$ cat src/ulp_cfg.svh
/*
  Offsets, field positions, reset values and timing figures of the PHY
  side of the low pin link port. Included by the divider, port, register array and bench files.
*/
`ifndef ULP_CFG_SVH
`define ULP_CFG_SVH

// Link command kinds in bits 7:6
`define ULP_CMD_SPECIAL 2'h0
`define ULP_CMD_TX      2'h1
`define ULP_CMD_REGWR   2'h2
`define ULP_CMD_REGRD   2'h3

// Register addresses (6 bit)
`define ULP_AD_ID_END   6'h04
`define ULP_AD_FUNC     6'h04
`define ULP_AD_IFACE    6'h07
`define ULP_AD_OTG      6'h0A
`define ULP_AD_IER      6'h0D
`define ULP_AD_IEF      6'h10
`define ULP_AD_STAT     6'h13
`define ULP_AD_LATCH    6'h14
`define ULP_AD_DEBUG    6'h15
`define ULP_AD_SCRATCH  6'h16
`define ULP_ALIAS_CNT   6'h03

// Power-on values
`define ULP_RST_FUNC    8'h41
`define ULP_RST_IFACE   8'h00
`define ULP_RST_OTG     8'h06
`define ULP_RST_IER     8'h1F
`define ULP_RST_IEF     8'h1F
`define ULP_RST_SCRATCH 8'h00

// Writable bits (reserved bits read low)
`define ULP_KEEP_FUNC   8'h7F
`define ULP_KEEP_IFACE  8'hFB
`define ULP_KEEP_ALL    8'hFF

// Function control fields
`define ULP_FUNC_XRST   5
`define ULP_FUNC_SUSPM  6

// Receive command with receive-active event, low power interrupt bit
`define ULP_RXCMD_ACT   8'h10
`define ULP_LP_INT_BIT  3

// Link clock: nominal rate and half period in ref_clk cycles
`define ULP_LINK_MHZ    60
`define ULP_CLK_HALF    2

// Receive-end delay in high-speed bit clocks
`define ULP_RX_END_MAX  43
`define ULP_RX_END_LIM  63

`endif

$ cat src/ulp_pkg.sv
/*
  Types of the PHY link port: state machine states, the command and pin
  layouts, and the packed carrier passed between the port logic and the register array.
  Assumes nothing beyond a SystemVerilog compiler.
*/
package ulp_pkg;

  typedef enum logic [3:0] {
    ST_START, ST_IDLE, ST_TXD, ST_WRCMD, ST_WRDATA, ST_WRSTOP, ST_RDCMD,
    ST_RDTURN, ST_RDDATA, ST_RXTURN, ST_RXDATA, ST_TURNBACK, ST_LOWPWR
  } ulp_state_type;

  typedef struct packed {
    logic [1:0] kind;
    logic [5:0] addr;
  } ulp_cmd_type;

  typedef struct packed {
    logic       wr;
    logic       rd;
    logic [5:0] addr;
    logic [7:0] data;
  } ulp_regop_type;

  typedef struct packed {
    logic       stop;
    logic [7:0] data;
    logic [1:0] line;
    logic [4:0] otg;
  } ulp_pins_type;

endpackage

$ cat src/ulp_clk_div.sv
/*
  Divider that makes the link clock from ref_clk and marks each rising
  edge with a one-cycle pulse. Assumes run is a level on ref_clk.
*/
`timescale 1ns/1ns
`include "ulp_cfg.svh"

module ulp_clk_div
  import ulp_pkg::*;
#(
  parameter int HALF = `ULP_CLK_HALF
)(
  // Clock and reset
  input  wire logic ref_clk,
  input  wire logic rst_n,
  // Control
  input  wire logic run,
  // Link clock and its rising-edge pulse
  output logic      phy_clock_output,
  output logic      riseTick
);

  logic [7:0] cnt_ff;
  logic       clk_ff;
  logic       tick_ff;

  wire logic flip = run && (cnt_ff == 8'(HALF - 1));

  always_ff @(posedge ref_clk or negedge rst_n)
  begin
    if (!rst_n)
    begin
      cnt_ff  <= 8'h00;
      clk_ff  <= 1'b0;
      tick_ff <= 1'b0;
    end
    else
    begin
      cnt_ff  <= (!run || flip) ? 8'h00 : cnt_ff + 8'h01;
      clk_ff  <= run && (clk_ff ^ flip);
      tick_ff <= flip && !clk_ff;
    end
  end

  assign phy_clock_output   = clk_ff;
  assign riseTick = tick_ff;

endmodule

$ cat src/ulp_phy_port.sv
/*
  PHY side of an 8-bit single data rate low pin link port: makes the link
  clock, arbitrates the data bus with the direction output, paces bytes
  with the next output, routes commands to the transmitter or registers,
  returns receive data and signals line state while in low power.
  Assumes link pins arrive unsynchronised; user-side signals are on ref_clk.
*/
`timescale 1ns/1ns
`include "ulp_cfg.svh"

module ulp_phy_port
  import ulp_pkg::*;
#(
  parameter int CLK_HALF = `ULP_CLK_HALF
)(
  // Clock and reset
  input  wire logic       ref_clk,
  input  wire logic       rst_n,
  // Link pins
  output logic            phyClockOutput,
  output logic            busDir,
  output logic            busNext,
  input  wire logic       busStopIn,
  input  wire logic [7:0] busDataIn,
  output logic [7:0]      busDataOut,
  output logic            busDataOe,
  // Transmit stream toward the USB transmitter
  output logic [7:0]      txData,
  output logic            txValid,
  output logic            txLast,
  input  wire logic       txReady,
  // Receive stream from the USB receiver
  input  wire logic       rxActive,
  input  wire logic       rxValid,
  input  wire logic [7:0] rxData,
  output logic            rxTake,
  // Analog status
  input  wire logic       pllLocked,
  input  wire logic [1:0] lineState,
  input  wire logic [4:0] otgSense,
  // Register fields toward the transceiver
  output logic [7:0]      funcCtl,
  output logic [7:0]      ifaceCtl,
  output logic [7:0]      otgCtl,
  output logic            xcvrReset
);

  // Receive-end budget in ref_clk cycles, eight bit clocks per link cycle
  localparam int RX_END_BUDGET = `ULP_RX_END_MAX / 8 * 2 * CLK_HALF;

  ulp_state_type state_ff;
  ulp_state_type nxt_state;
  ulp_pins_type  pinsMeta_ff;
  ulp_pins_type  pinsSync_ff;
  ulp_regop_type nxt_op;
  ulp_regop_type op_ff;
  logic          busDir_ff;
  logic          nxt_dir;
  logic          busNext_ff;
  logic          nxt_next;
  logic [7:0]    busDataOut_ff;
  logic [7:0]    nxt_dout;
  logic          busDataOe_ff;
  logic          nxt_oe;
  logic [7:0]    txData_ff;
  logic [7:0]    nxt_txData;
  logic          txValid_ff;
  logic          nxt_txValid;
  logic          txLast_ff;
  logic          nxt_txLast;
  logic          rxTake_ff;
  logic          nxt_rxTake;
  logic [5:0]    addr_ff;
  logic [5:0]    nxt_addr;
  logic [7:0]    wdata_ff;
  logic [7:0]    nxt_wdata;
  logic          lpInt_ff;
  logic [4:0]    otgPrev_ff;
  logic          suspSet;
  logic          linkTick;
  logic          linkClk;
  logic [7:0]    rdData;

  // Synchronised link pins and analog levels
  wire logic        stpS   = pinsSync_ff.stop;
  wire logic [7:0]  dinS   = pinsSync_ff.data;
  wire logic [1:0]  lsS    = pinsSync_ff.line;
  wire logic [4:0]  otgS   = pinsSync_ff.otg;
  wire ulp_cmd_type cmd    = ulp_cmd_type'(dinS);
  wire logic        lowPwr = (state_ff == ST_LOWPWR);
  wire logic        clkRun = pllLocked && !lowPwr;
  wire logic [7:0]  rxCmd  = `ULP_RXCMD_ACT | {6'h00, lsS};
  wire logic        otgChg = (otgS != otgPrev_ff);
  wire logic [7:0]  lpData = {4'h0, lpInt_ff, 1'b0, lsS};
  wire logic        suspM  = funcCtl[`ULP_FUNC_SUSPM];

  always_ff @(posedge ref_clk or negedge rst_n)
  begin
    if (!rst_n)
    begin
      pinsMeta_ff <= '0;
      pinsSync_ff <= '0;
    end
    else
    begin
      pinsMeta_ff <= {busStopIn, busDataIn, lineState, otgSense};
      pinsSync_ff <= pinsMeta_ff;
    end
  end

  ulp_clk_div #(
    .HALF (CLK_HALF)
  ) u_div (
    .ref_clk  (ref_clk),
    .rst_n    (rst_n),
    .run      (clkRun),
    .phy_clock_output   (linkClk),
    .riseTick (linkTick)
  );

  ulp_reg_array u_regs (
    .ref_clk    (ref_clk),
    .rst_n      (rst_n),
    .op         (op_ff),
    .suspendSet (suspSet),
    .otgSense   (otgS),
    .lineState  (lsS),
    .rdData     (rdData),
    .funcCtl    (funcCtl),
    .ifaceCtl   (ifaceCtl),
    .otgCtl     (otgCtl),
    .xcvrReset  (xcvrReset)
  );

  always_comb
  begin
    nxt_state   = state_ff;
    nxt_dir     = busDir_ff;
    nxt_next    = busNext_ff;
    nxt_dout    = busDataOut_ff;
    nxt_oe      = busDataOe_ff;
    nxt_txData  = txData_ff;
    nxt_txValid = 1'b0;
    nxt_txLast  = 1'b0;
    nxt_rxTake  = 1'b0;
    nxt_op      = '0;
    nxt_addr    = addr_ff;
    nxt_wdata   = wdata_ff;
    suspSet     = 1'b0;
    if (lowPwr)
    begin
      nxt_oe   = 1'b1;
      nxt_dout = lpData;
      if (stpS)
      begin
        // Wake request: release the bus, restart the clock
        nxt_state = ST_START;
        nxt_oe    = 1'b0;
        suspSet   = 1'b1;
      end
    end
    else if (linkTick)
    begin
      case (state_ff)
        ST_START:
        begin
          nxt_dir   = 1'b0;
          nxt_state = ST_TURNBACK;
        end
        ST_IDLE:
        begin
          nxt_next = 1'b0;
          if (rxActive)
          begin
            nxt_dir   = 1'b1;
            nxt_state = ST_RXTURN;
          end
          else if (!suspM)
          begin
            nxt_dir   = 1'b1;
            nxt_state = ST_LOWPWR;
          end
          else if (cmd != 8'h00)
          begin
            nxt_addr = cmd.addr;
            case (cmd.kind)
              `ULP_CMD_TX:
              begin
                nxt_next  = 1'b1;
                nxt_state = ST_TXD;
              end
              `ULP_CMD_REGWR:
              begin
                nxt_next  = 1'b1;
                nxt_state = ST_WRCMD;
              end
              `ULP_CMD_REGRD:
              begin
                nxt_next  = 1'b1;
                nxt_state = ST_RDCMD;
              end
              default:
                nxt_next = 1'b0;
            endcase
          end
        end
        ST_TXD:
        begin
          if (stpS)
          begin
            nxt_next   = 1'b0;
            nxt_txLast = 1'b1;
            nxt_state  = ST_IDLE;
          end
          else
          begin
            if (busNext_ff)
            begin
              nxt_txValid = 1'b1;
              nxt_txData  = dinS;
            end
            nxt_next = txReady;
          end
        end
        ST_WRCMD:
        begin
          nxt_state = ST_WRDATA;
        end
        ST_WRDATA:
        begin
          nxt_wdata = dinS;
          nxt_next  = 1'b0;
          nxt_state = ST_WRSTOP;
        end
        ST_WRSTOP:
        begin
          if (stpS)
          begin
            nxt_op    = '{wr: 1'b1, rd: 1'b0, addr: addr_ff, data: wdata_ff};
            nxt_state = ST_IDLE;
          end
        end
        ST_RDCMD:
        begin
          nxt_next  = 1'b0;
          nxt_dir   = 1'b1;
          nxt_op    = '{wr: 1'b0, rd: 1'b1, addr: addr_ff, data: 8'h00};
          nxt_state = ST_RDTURN;
        end
        ST_RDTURN:
        begin
          nxt_oe    = 1'b1;
          nxt_dout  = rdData;
          nxt_state = ST_RDDATA;
        end
        ST_RDDATA:
        begin
          nxt_dir   = 1'b0;
          nxt_oe    = 1'b0;
          nxt_state = ST_TURNBACK;
        end
        ST_RXTURN:
        begin
          nxt_oe    = 1'b1;
          nxt_dout  = rxCmd;
          nxt_state = ST_RXDATA;
        end
        ST_RXDATA:
        begin
          if (!rxActive)
          begin
            nxt_dir   = 1'b0;
            nxt_oe    = 1'b0;
            nxt_next  = 1'b0;
            nxt_state = ST_TURNBACK;
          end
          else if (rxValid)
          begin
            nxt_dout   = rxData;
            nxt_next   = 1'b1;
            nxt_rxTake = 1'b1;
          end
          else
          begin
            nxt_dout = rxCmd;
            nxt_next = 1'b0;
          end
        end
        ST_TURNBACK:
        begin
          // Bus undefined here, nothing sampled
          nxt_state = ST_IDLE;
        end
        default:
          nxt_state = ST_START;
      endcase
    end
  end

  always_ff @(posedge ref_clk or negedge rst_n)
  begin
    if (!rst_n)
    begin
      state_ff      <= ST_START;
      busDir_ff     <= 1'b1;
      busNext_ff    <= 1'b0;
      busDataOut_ff <= 8'h00;
      busDataOe_ff  <= 1'b0;
      txData_ff     <= 8'h00;
      txValid_ff    <= 1'b0;
      txLast_ff     <= 1'b0;
      rxTake_ff     <= 1'b0;
      op_ff         <= '0;
      addr_ff       <= 6'h00;
      wdata_ff      <= 8'h00;
    end
    else
    begin
      state_ff      <= nxt_state;
      busDir_ff     <= nxt_dir;
      busNext_ff    <= nxt_next;
      busDataOut_ff <= nxt_dout;
      busDataOe_ff  <= nxt_oe && nxt_dir;
      txData_ff     <= nxt_txData;
      txValid_ff    <= nxt_txValid;
      txLast_ff     <= nxt_txLast;
      rxTake_ff     <= nxt_rxTake;
      op_ff         <= nxt_op;
      addr_ff       <= nxt_addr;
      wdata_ff      <= nxt_wdata;
    end
  end

  // Comparator change flag while suspended
  always_ff @(posedge ref_clk or negedge rst_n)
  begin
    if (!rst_n)
    begin
      lpInt_ff   <= 1'b0;
      otgPrev_ff <= 5'h00;
    end
    else
    begin
      lpInt_ff   <= lowPwr && (lpInt_ff || otgChg);
      otgPrev_ff <= otgS;
    end
  end

  assign phyClockOutput = linkClk;
  assign busDir         = busDir_ff;
  assign busNext        = busNext_ff;
  assign busDataOut     = busDataOut_ff;
  assign busDataOe      = busDataOe_ff;
  assign txData         = txData_ff;
  assign txValid        = txValid_ff;
  assign txLast         = txLast_ff;
  assign rxTake         = rxTake_ff;
endmodule

$ cat src/ulp_reg_array.sv
/*
  Eight-bit register array of the link port, 6-bit addressed, with
  write, set and clear aliases, interrupt edge latching and identity bytes.
  Assumes one access at a time from the port logic on ref_clk.
*/
`timescale 1ns/1ns
`include "ulp_cfg.svh"

module ulp_reg_array
  import ulp_pkg::*;
#(
  // Identity bytes: values are arbitrary
  parameter logic [7:0] MAKER_LO = 8'h5A,
  parameter logic [7:0] MAKER_HI = 8'hC3,
  parameter logic [7:0] PART_LO  = 8'h17,
  parameter logic [7:0] PART_HI  = 8'h01
)(
  // Clock and reset
  input  wire logic          ref_clk,
  input  wire logic          rst_n,
  // Access from the port logic
  input  wire ulp_regop_type op,
  input  wire logic          suspendSet,
  // Sensed levels
  input  wire logic [4:0]    otgSense,
  input  wire logic [1:0]    lineState,
  // Read data and control fields
  output logic [7:0]         rdData,
  output logic [7:0]         funcCtl,
  output logic [7:0]         ifaceCtl,
  output logic [7:0]         otgCtl,
  output logic               xcvrReset
);

  localparam int NRW = 6;
  localparam logic [NRW-1:0][5:0] BASE = {`ULP_AD_SCRATCH, `ULP_AD_IEF,
    `ULP_AD_IER, `ULP_AD_OTG, `ULP_AD_IFACE, `ULP_AD_FUNC};
  localparam logic [NRW-1:0][7:0] RST = {`ULP_RST_SCRATCH, `ULP_RST_IEF,
    `ULP_RST_IER, `ULP_RST_OTG, `ULP_RST_IFACE, `ULP_RST_FUNC};
  localparam logic [NRW-1:0][7:0] KEEP = {`ULP_KEEP_ALL, `ULP_KEEP_ALL,
    `ULP_KEEP_ALL, `ULP_KEEP_ALL, `ULP_KEEP_IFACE, `ULP_KEEP_FUNC};
  localparam logic [7:0] XRST = 8'h01 << `ULP_FUNC_XRST;
  localparam logic [7:0] SUSP = 8'h01 << `ULP_FUNC_SUSPM;
  localparam logic [3:0][7:0] IDS = {PART_HI, PART_LO, MAKER_HI, MAKER_LO};

  logic [NRW-1:0][7:0] rw_ff;
  logic [NRW-1:0][7:0] rdPart;
  logic [7:0]          rdRw;
  logic [4:0]          prev_ff;
  logic [4:0]          latch_ff;
  logic [7:0]          rdData_ff;
  logic                xrst_ff;

  for (genvar i = 0; i < NRW; i++)
  begin : g_rw
    wire logic [5:0] off = op.addr - BASE[i];
    wire logic inRange = (op.addr >= BASE[i]) && (off < `ULP_ALIAS_CNT);
    wire logic [7:0] upd = (off == 6'h00) ? op.data :
                           (off == 6'h01) ? (rw_ff[i] | op.data) :
                           (rw_ff[i] & ~op.data);
    wire logic [7:0] nxt_rw = (op.wr && inRange) ? (upd & KEEP[i]) : rw_ff[i];
    assign rdPart[i] = inRange ? rw_ff[i] : 8'h00;
    always_ff @(posedge ref_clk or negedge rst_n)
    begin
      if (!rst_n)
        rw_ff[i] <= RST[i];
      else if (i == 0)
        rw_ff[i] <= (nxt_rw & ~XRST) | (suspendSet ? SUSP : 8'h00);
      else
        rw_ff[i] <= nxt_rw;
    end
  end

  always_comb
  begin
    rdRw = 8'h00;
    for (int i = 0; i < NRW; i++)
      rdRw = rdRw | rdPart[i];
  end

  wire logic       xrstHit   = op.wr && g_rw[0].inRange && g_rw[0].upd[`ULP_FUNC_XRST];
  wire logic       latchRead = op.rd && (op.addr == `ULP_AD_LATCH);
  wire logic [4:0] edges     = (otgSense & ~prev_ff & rw_ff[3][4:0]) |
                               (~otgSense & prev_ff & rw_ff[4][4:0]);
  wire logic [4:0] nxt_latch = (latchRead ? 5'h00 : latch_ff) | edges;
  // Unlisted addresses read zero
  wire logic [7:0] rdMux = (op.addr < `ULP_AD_ID_END) ? IDS[op.addr[1:0]] :
                           (op.addr == `ULP_AD_STAT) ? {3'h0, otgSense} :
                           (op.addr == `ULP_AD_LATCH) ? {3'h0, latch_ff} :
                           (op.addr == `ULP_AD_DEBUG) ? {6'h00, lineState} :
                           rdRw;

  always_ff @(posedge ref_clk or negedge rst_n)
  begin
    if (!rst_n)
    begin
      prev_ff   <= 5'h00;
      latch_ff  <= 5'h00;
      rdData_ff <= 8'h00;
      xrst_ff   <= 1'b0;
    end
    else
    begin
      prev_ff   <= otgSense;
      latch_ff  <= nxt_latch;
      rdData_ff <= op.rd ? rdMux : rdData_ff;
      xrst_ff   <= xrstHit;
    end
  end

  assign rdData    = rdData_ff;
  assign funcCtl   = rw_ff[0];
  assign ifaceCtl  = rw_ff[1];
  assign otgCtl    = rw_ff[2];
  assign xcvrReset = xrst_ff;
endmodule
$ cat config.mk
export PLATFORM = sky130hd
export DESIGN_NAME = ulp_phy_port
export DESIGN_NICKNAME = d
export VERILOG_FILES = /design/src/ulp_pkg.sv /design/src/ulp_clk_div.sv /design/src/ulp_phy_port.sv /design/src/ulp_reg_array.sv
export VERILOG_INCLUDE_DIRS = /design/src
export SDC_FILE = /design/constraint.sdc
export NUM_CORES = 1
export LEC_CHECK = 0
export BUFFER_PORTS_ARGS = -buffer_cell sky130_fd_sc_hd__buf_2
export CAP_MARGIN = 5
export CORE_MARGIN = 2
export CORE_UTILIZATION = 30
export CTS_CLUSTER_SIZE = 10
export DETAILED_ROUTE_END_ITERATION = 8
export SLEW_MARGIN = 20
export SYNTH_ARGS = -nofsm -noshare
export SYNTH_HDL_FRONTEND = slang
export SYNTH_SLANG_ARGS = --single-unit
$ cat constraint.sdc
create_clock -name ref_clk -period 5.4 [get_ports ref_clk]
set_clock_uncertainty 0.15 [all_clocks]
set_input_delay 1.08 -clock ref_clk [delete_from_list [all_inputs] [get_ports ref_clk]]
set_output_delay 1.08 -clock ref_clk [all_outputs]
set_load 0.05 [all_outputs]
-- After elaboration in Yosys (flattened, before gate mapping)
Index checks and enable logic that the tools add are counted.
- add/sub/neg operators: 7
- $lt $le $gt $ge: 14
- equality and inequality tests: 32
- mux-type cells: 79
- bitwise gates (word level): 31
- reductions and logical operators: 47
- operators by type and width (cell ; number):
    8-bit 2-to-1 mux ; 27
    8-bit OR ; 11
    16-bit 2-to-1 mux ; 3
    8-bit AND ; 5
    4-bit case mux with 10 select lines ; 1
    6-bit by 1-bit == test with 1-bit output, second input constant ; 6
    6-bit zero test ; 6
    6-bit by 2-bit less-than comparator with 1-bit output, second input constant ; 6
    4-bit 2-to-1 mux ; 8
    16-bit case mux with 2 select lines ; 1
    1-bit 2-to-1 mux ; 29
    8-bit case mux with 3 select lines ; 1
    7-bit 2-to-1 mux ; 3
    5-bit AND ; 4
    4-bit == test, second input constant ; 5
    1-bit logical AND ; 20
    6-bit by 5-bit == test with 1-bit output, second input constant ; 3
    8-bit binary-select mux with 2-bit select ; 1
    4-bit by 3-bit == test with 1-bit output, second input constant ; 4
    6-bit by 3-bit greater-or-equal comparator with 1-bit output, second input constant ; 2
    6-bit by 4-bit greater-or-equal comparator with 1-bit output, second input constant ; 2
    6-bit by 5-bit greater-or-equal comparator with 1-bit output, second input constant ; 2
    4-bit case mux with 3 select lines ; 1
    6-bit AND reduction ; 2
    36 further kinds ; 57
- register bits after elaboration: 165
- bits of input ports: 30
- output and inout bits: 48
- word-level logic and storage cells: 247

-- Longest topological paths before layout
- depth after elaboration: 13
- depth in mapped cells: 12
- depth with buffers taken out: 8

-- Modules after synthesis
A second synthesis with hierarchy kept.
- cells, all modules: 769
- area total of the unflattened synthesis: 8069.0 um^2
- modules (own cells, without submodules) (module ; instances ; cells an instance ; area an instance (um^2) ; seq. area each (um^2)):
    ulp_reg_array ; 1 ; 418 ; 3880.0 ; 1619.1
    ulp_phy_port ; 1 ; 306 ; 3717.3 ; 2353.5
    ulp_clk_div ; 1 ; 45 ; 471.7 ; 250.2

-- Worst setup path before layout
No wires, ideal clock.
- path type: register to register
- start: reg op_ff[9] in the netlist's numbering
- end: reg with a tool-made name
- setup time: 121 ps
- arrival: 2585 ps
- data required time: 5129 ps
- setup slack: 2544 ps
- stages on the path, launching flop included: 13
- buffers on the path: 4
- period minus slack after synthesis: 2856 ps
- cells stage by stage: dfrtp_1 -> buf_6 -> buf_2 -> inv_1 -> clkbuf_1 -> ha_1 -> and4bb_2 -> nand3_1 -> a21oi_2 -> and2_0 -> buf_2 -> o21ai_0 -> a22o_1
- RTL lines (what ; line ; source):
    from (decl) ; ulp_phy_port.sv:56 ; ulp_regop_type op_ff;
    from (signal assigned) ; ulp_phy_port.sv:328 ; op_ff <= nxt_op;

==> results.txt <==
The growth of design area from synthesis to finish is 13.4%. Across all layers, the routed design uses 5733 vias. TritonCTS built the clock tree. The DRC violation total after the first TritonRoute iteration is 629. The hold path endpoint is lsS[1]. The CTS clock-pin slew for the worst setup and hold paths is roughly 0.07 ns. The hold-fix buffer count after cts came out at 0. The boundary pin count is a little under 80. After Yosys synthesis, and, or, nand and nor cells account for 14.5% of the synthesized area.

For this run, the leading register cell type out of synthesis is sky130_fd_sc_hd__dfrtp_1. The cell internal power dissipation came out at between 2 and 2.5 mW. Among all cell types in the netlist, the one instantiated most often is sky130_fd_sc_hd__dfrtp_1. The final hold violation count came out at 0. After legalization and detailed placement, the total HPWL measured about 14000 um. The clock network latency to the later pin of the worst-skew pair came out at between 0.4 and 0.5 ns. Net switching is between 30% and 40% of the power. Total power for the finished layout comes to between 3 and 4 mW. By area the synthesized netlist is led by sky130_fd_sc_hd__dfrtp_1 47%, sky130_fd_sc_hd__dfstp_2 5.0%, sky130_fd_sc_hd__a22o_1 4.5%.

The via density per instance is roughly 5.2. The post-route fraction of the period consumed by the critical path came out at between 70 and 80%. The run finished with clean final reports. Yosys mapped the design onto about 80 distinct sky130hd cell types.

The number of resized instances in the post-cts repair step came out at 0. The initial antenna violation count came to 0. The synthesized area is around 8000 um2. Summed over all layers, the routed wires come to 20200 um. The number of placement rows is about 60. The worst register-to-register path begins at op_ff[9].

The clock net in this run drives a total of between 150 and 200 sinks. The floorplan core area came out at 25900 um2. The final worst hold slack came out at slightly above 0.2 ns. At the worst endpoint, the arrival time is 4.05 ns.

The highest net fanout along the worst path came out at 29. The required time of the worst setup path is roughly 5.6 ns. The total global routing track utilization is 15.1%. The mux contribution to synthesized area is 4.45%. The maximum vdd ir drop came out at approximately 150 uV. The power spent charging and discharging nets is roughly 1.1 mW.

The power density relative to cell area is between 300 and 400 nW/um2. The count of flip-flops with a built-in enable after synthesis came out at 0. The share of synthesized flip-flops with an asynchronous set or reset came out at 100%.

The number of max-capacitance violations reported is 0. The count of buffers added by post-CTS timing repair for setup came out at 0. The class of the most critical setup path is register to register. The remaining max-slew budget at the tightest pin came out at about 32%. The worst hold path was traced through 0 stages.

The overall overflow remaining after global route came out at 0. The global-route wire length before repair came out at 32900 um. The initial cell density of the core is between 30% and 40%. The logic depth of the worst register-to-register path is 8. The total DRC errors in the routed layout came out at 0.

By area, the combinational part of the netlist is dominated by compound AO/OA/AOI/OAI gates. The die covers 27600 um2. The sequential cell area came out at 4100 um2.

The count of buffers inserted at the top-level ports is 74. The average cell area after synthesis came out at ~11 um2. After Yosys synthesis, XOR and XNOR cells account for 0.999% of the synthesized area.

The achievable clock frequency came out at between 200 and 300 MHz. The post-synthesis sequential element count is roughly 160. The post-synthesis compound-gate area fraction came out at about a fifth. In this run the register-to-register setup slack is between 1.5 and 2 ns. The adder and majority cell fraction of the synthesized area is approximately 2.7%. Of the cells placed in the final design, the portion with a size suffix greater than 1 is ~24%. The final weighted congestion of routability-driven global placement is about 0.9. In this run the clock root is driven by a sky130_fd_sc_hd__clkbuf_16. The share of the yosys chip area belonging to registers is between 50% and 60%.

The number of buffers created by CTS is 17. Subtracting the final worst setup slack from the clock period gives between 3 and 4 ns. The final number of max-transition violations is 0. The count of fill cells added during filler insertion is 2621.

Sequential cells burn between 40 and 50% of the power. The commonest cells after synthesis are 148 x sky130_fd_sc_hd__dfrtp_1, 58 x sky130_fd_sc_hd__o21ai_0, 52 x sky130_fd_sc_hd__nand2_1. The static leakage came out at slightly below 4 nW. CTS built an H-tree with a depth of 4. The slew at the pin with the worst max-slew slack came out at slightly above 1 ns. After synthesis, the largest area contributor takes up a little under half of total cell area.

The count of nets left with antenna violations once routing finished came out at 0. The detail-routed net length per standard cell came out at 18.4 um. The maximum number of pins on one net before global-route repair came out at around 100.

In this run the horizontal extent of the chip is approximately 170 um. The worst setup path is launched from a register. The number of global-route vias before repair came out at just under 6000. The type of destination of the critical path is a register. Once layout is complete, the utilization of the core stands at around a third. The largest area contributor in the netlist is sky130_fd_sc_hd__dfrtp_1. For the final routed database, the setup TNS stands at 0 ns. The synthesized instance count came out at a little over 700. The detailed-router iteration count before antenna repair is 5.

The final-stage net count came out at 798. The vertical die dimension is 166 um. The path type of the worst min-delay path is register to register.

The power share of the clock group is between 30% and 40%. The warning count from the yosys run came out at 0. No sink is reached through more buffers than the 2 on the longest clock path. The antenna diode count is 0. The combinational power share came out at between 10% and 20%. The footprint of the multi-input gates is 3320 um2. The startpoint of the most critical hold path is pinsMeta_ff[6]. The count of final setup violators is 0. Setup repair after global routing left no endpoint under its margin.
-- cells in the final DEF, fill, tap and decap left out, drive strengths merged, types with 9 or more instances in the layout --
cell type / netlist / routed
dfrtp: 148 / 148
buf: 44 / 77
o21ai: 63 / 63
nand2: 52 / 52
a22o: 41 / 41
nor2: 41 / 41
inv: 26 / 32
a21oi: 31 / 31
mux2: 30 / 30
and2: 18 / 18
a22oi: 17 / 17
ha: 17 / 17
clkbuf: 20 / 17
dfstp: 15 / 15
nand2b: 15 / 15
nand3: 13 / 13
nor3: 13 / 13
a221oi: 10 / 10
nor4: 9 / 9
-- final cells by class --
class,instances,area share (%)
Timing Repair Buffer,77,4.46
Clock inverter,15,2.08
Inverter,26,1.09
Multi-Input combinational cell,466,37.1
Tap cell,335,4.68
Clock buffer,17,4.75
Sequential cell,163,45.8
-- worst max-delay path: stages (launching register included) --
cell and delay [ns]:
sky130_fd_sc_hd__dfrtp_1 0.99, sky130_fd_sc_hd__inv_1 0.47, sky130_fd_sc_hd__ha_1 0.35, sky130_fd_sc_hd__a21oi_2 0.13
sky130_fd_sc_hd__mux2i_1 0.16, sky130_fd_sc_hd__nor4_4 0.53, sky130_fd_sc_hd__and2_0 0.42, sky130_fd_sc_hd__a21boi_4 0.36
sky130_fd_sc_hd__a22o_1 0.20
-- cells by family after synthesis --
family | Yosys count
compound gates | 207
flops | 163
buf+inv | 90
xor+xnor | 9
simple gates | 199
other cells | 1
mux | 31
fa+ha+maj | 17
-- layer usage --
layer | GRT usage [%] | part of all wire (%) | vias up
li1 | - | - | 2672
met3 | 3.79 | 6.5 | 36
met4 | 5.29 | 2.4 | 0
met1 | 21.5 | 48 | 2828
met2 | 22.2 | 44 | 197
met5 | 0 | 0 | -
-- power groups by stage --
| stage | registers [mW] | logic [mW] | clock network (mW) |
|---|---|---|---|
| 3_3_place_gp | 1.45 | 0.534 | 0 |
| 4_1_cts | 1.43 | 0.540 | 1.24 |
| 6_report | 1.43 | 0.534 | 1.22 |
| 3_5_place_dp | 1.46 | 0.538 | 0 |
| 5_1_grt | 1.45 | 0.593 | 1.30 |
| 2_1_floorplan | 1.50 | 0.336 | 0 |
-- per-stage QoR --
| step | std cells | worst slack, ns | instance area (um2) |
|---|---|---|---|
| 3_3_place_gp | 1067 | 1.81 | 8330 |
| 4_1_cts | 1099 | 1.63 | 8950 |
| 3_5_place_dp | 1067 | 1.64 | 8340 |
| 2_1_floorplan | 719 | 2.54 | 7900 |
| 6_report | 1099 | 1.58 | 8950 |
| 5_1_grt | 1099 | 1.24 | 8950 |
-- worst max-delay path by stage --
stage / from / endpoint / depth (start not counted)
final: op_ff[9] / register / 8
after global routing: op_ff[9] / register / 8
after CTS: op_ff[9] / register / 8
after detailed placement: op_ff[9] / register / 8
after global placement: op_ff[9] / register / 8
after floorplan: op_ff[9] / register / 12
Power figures use the tool's default switching activity.
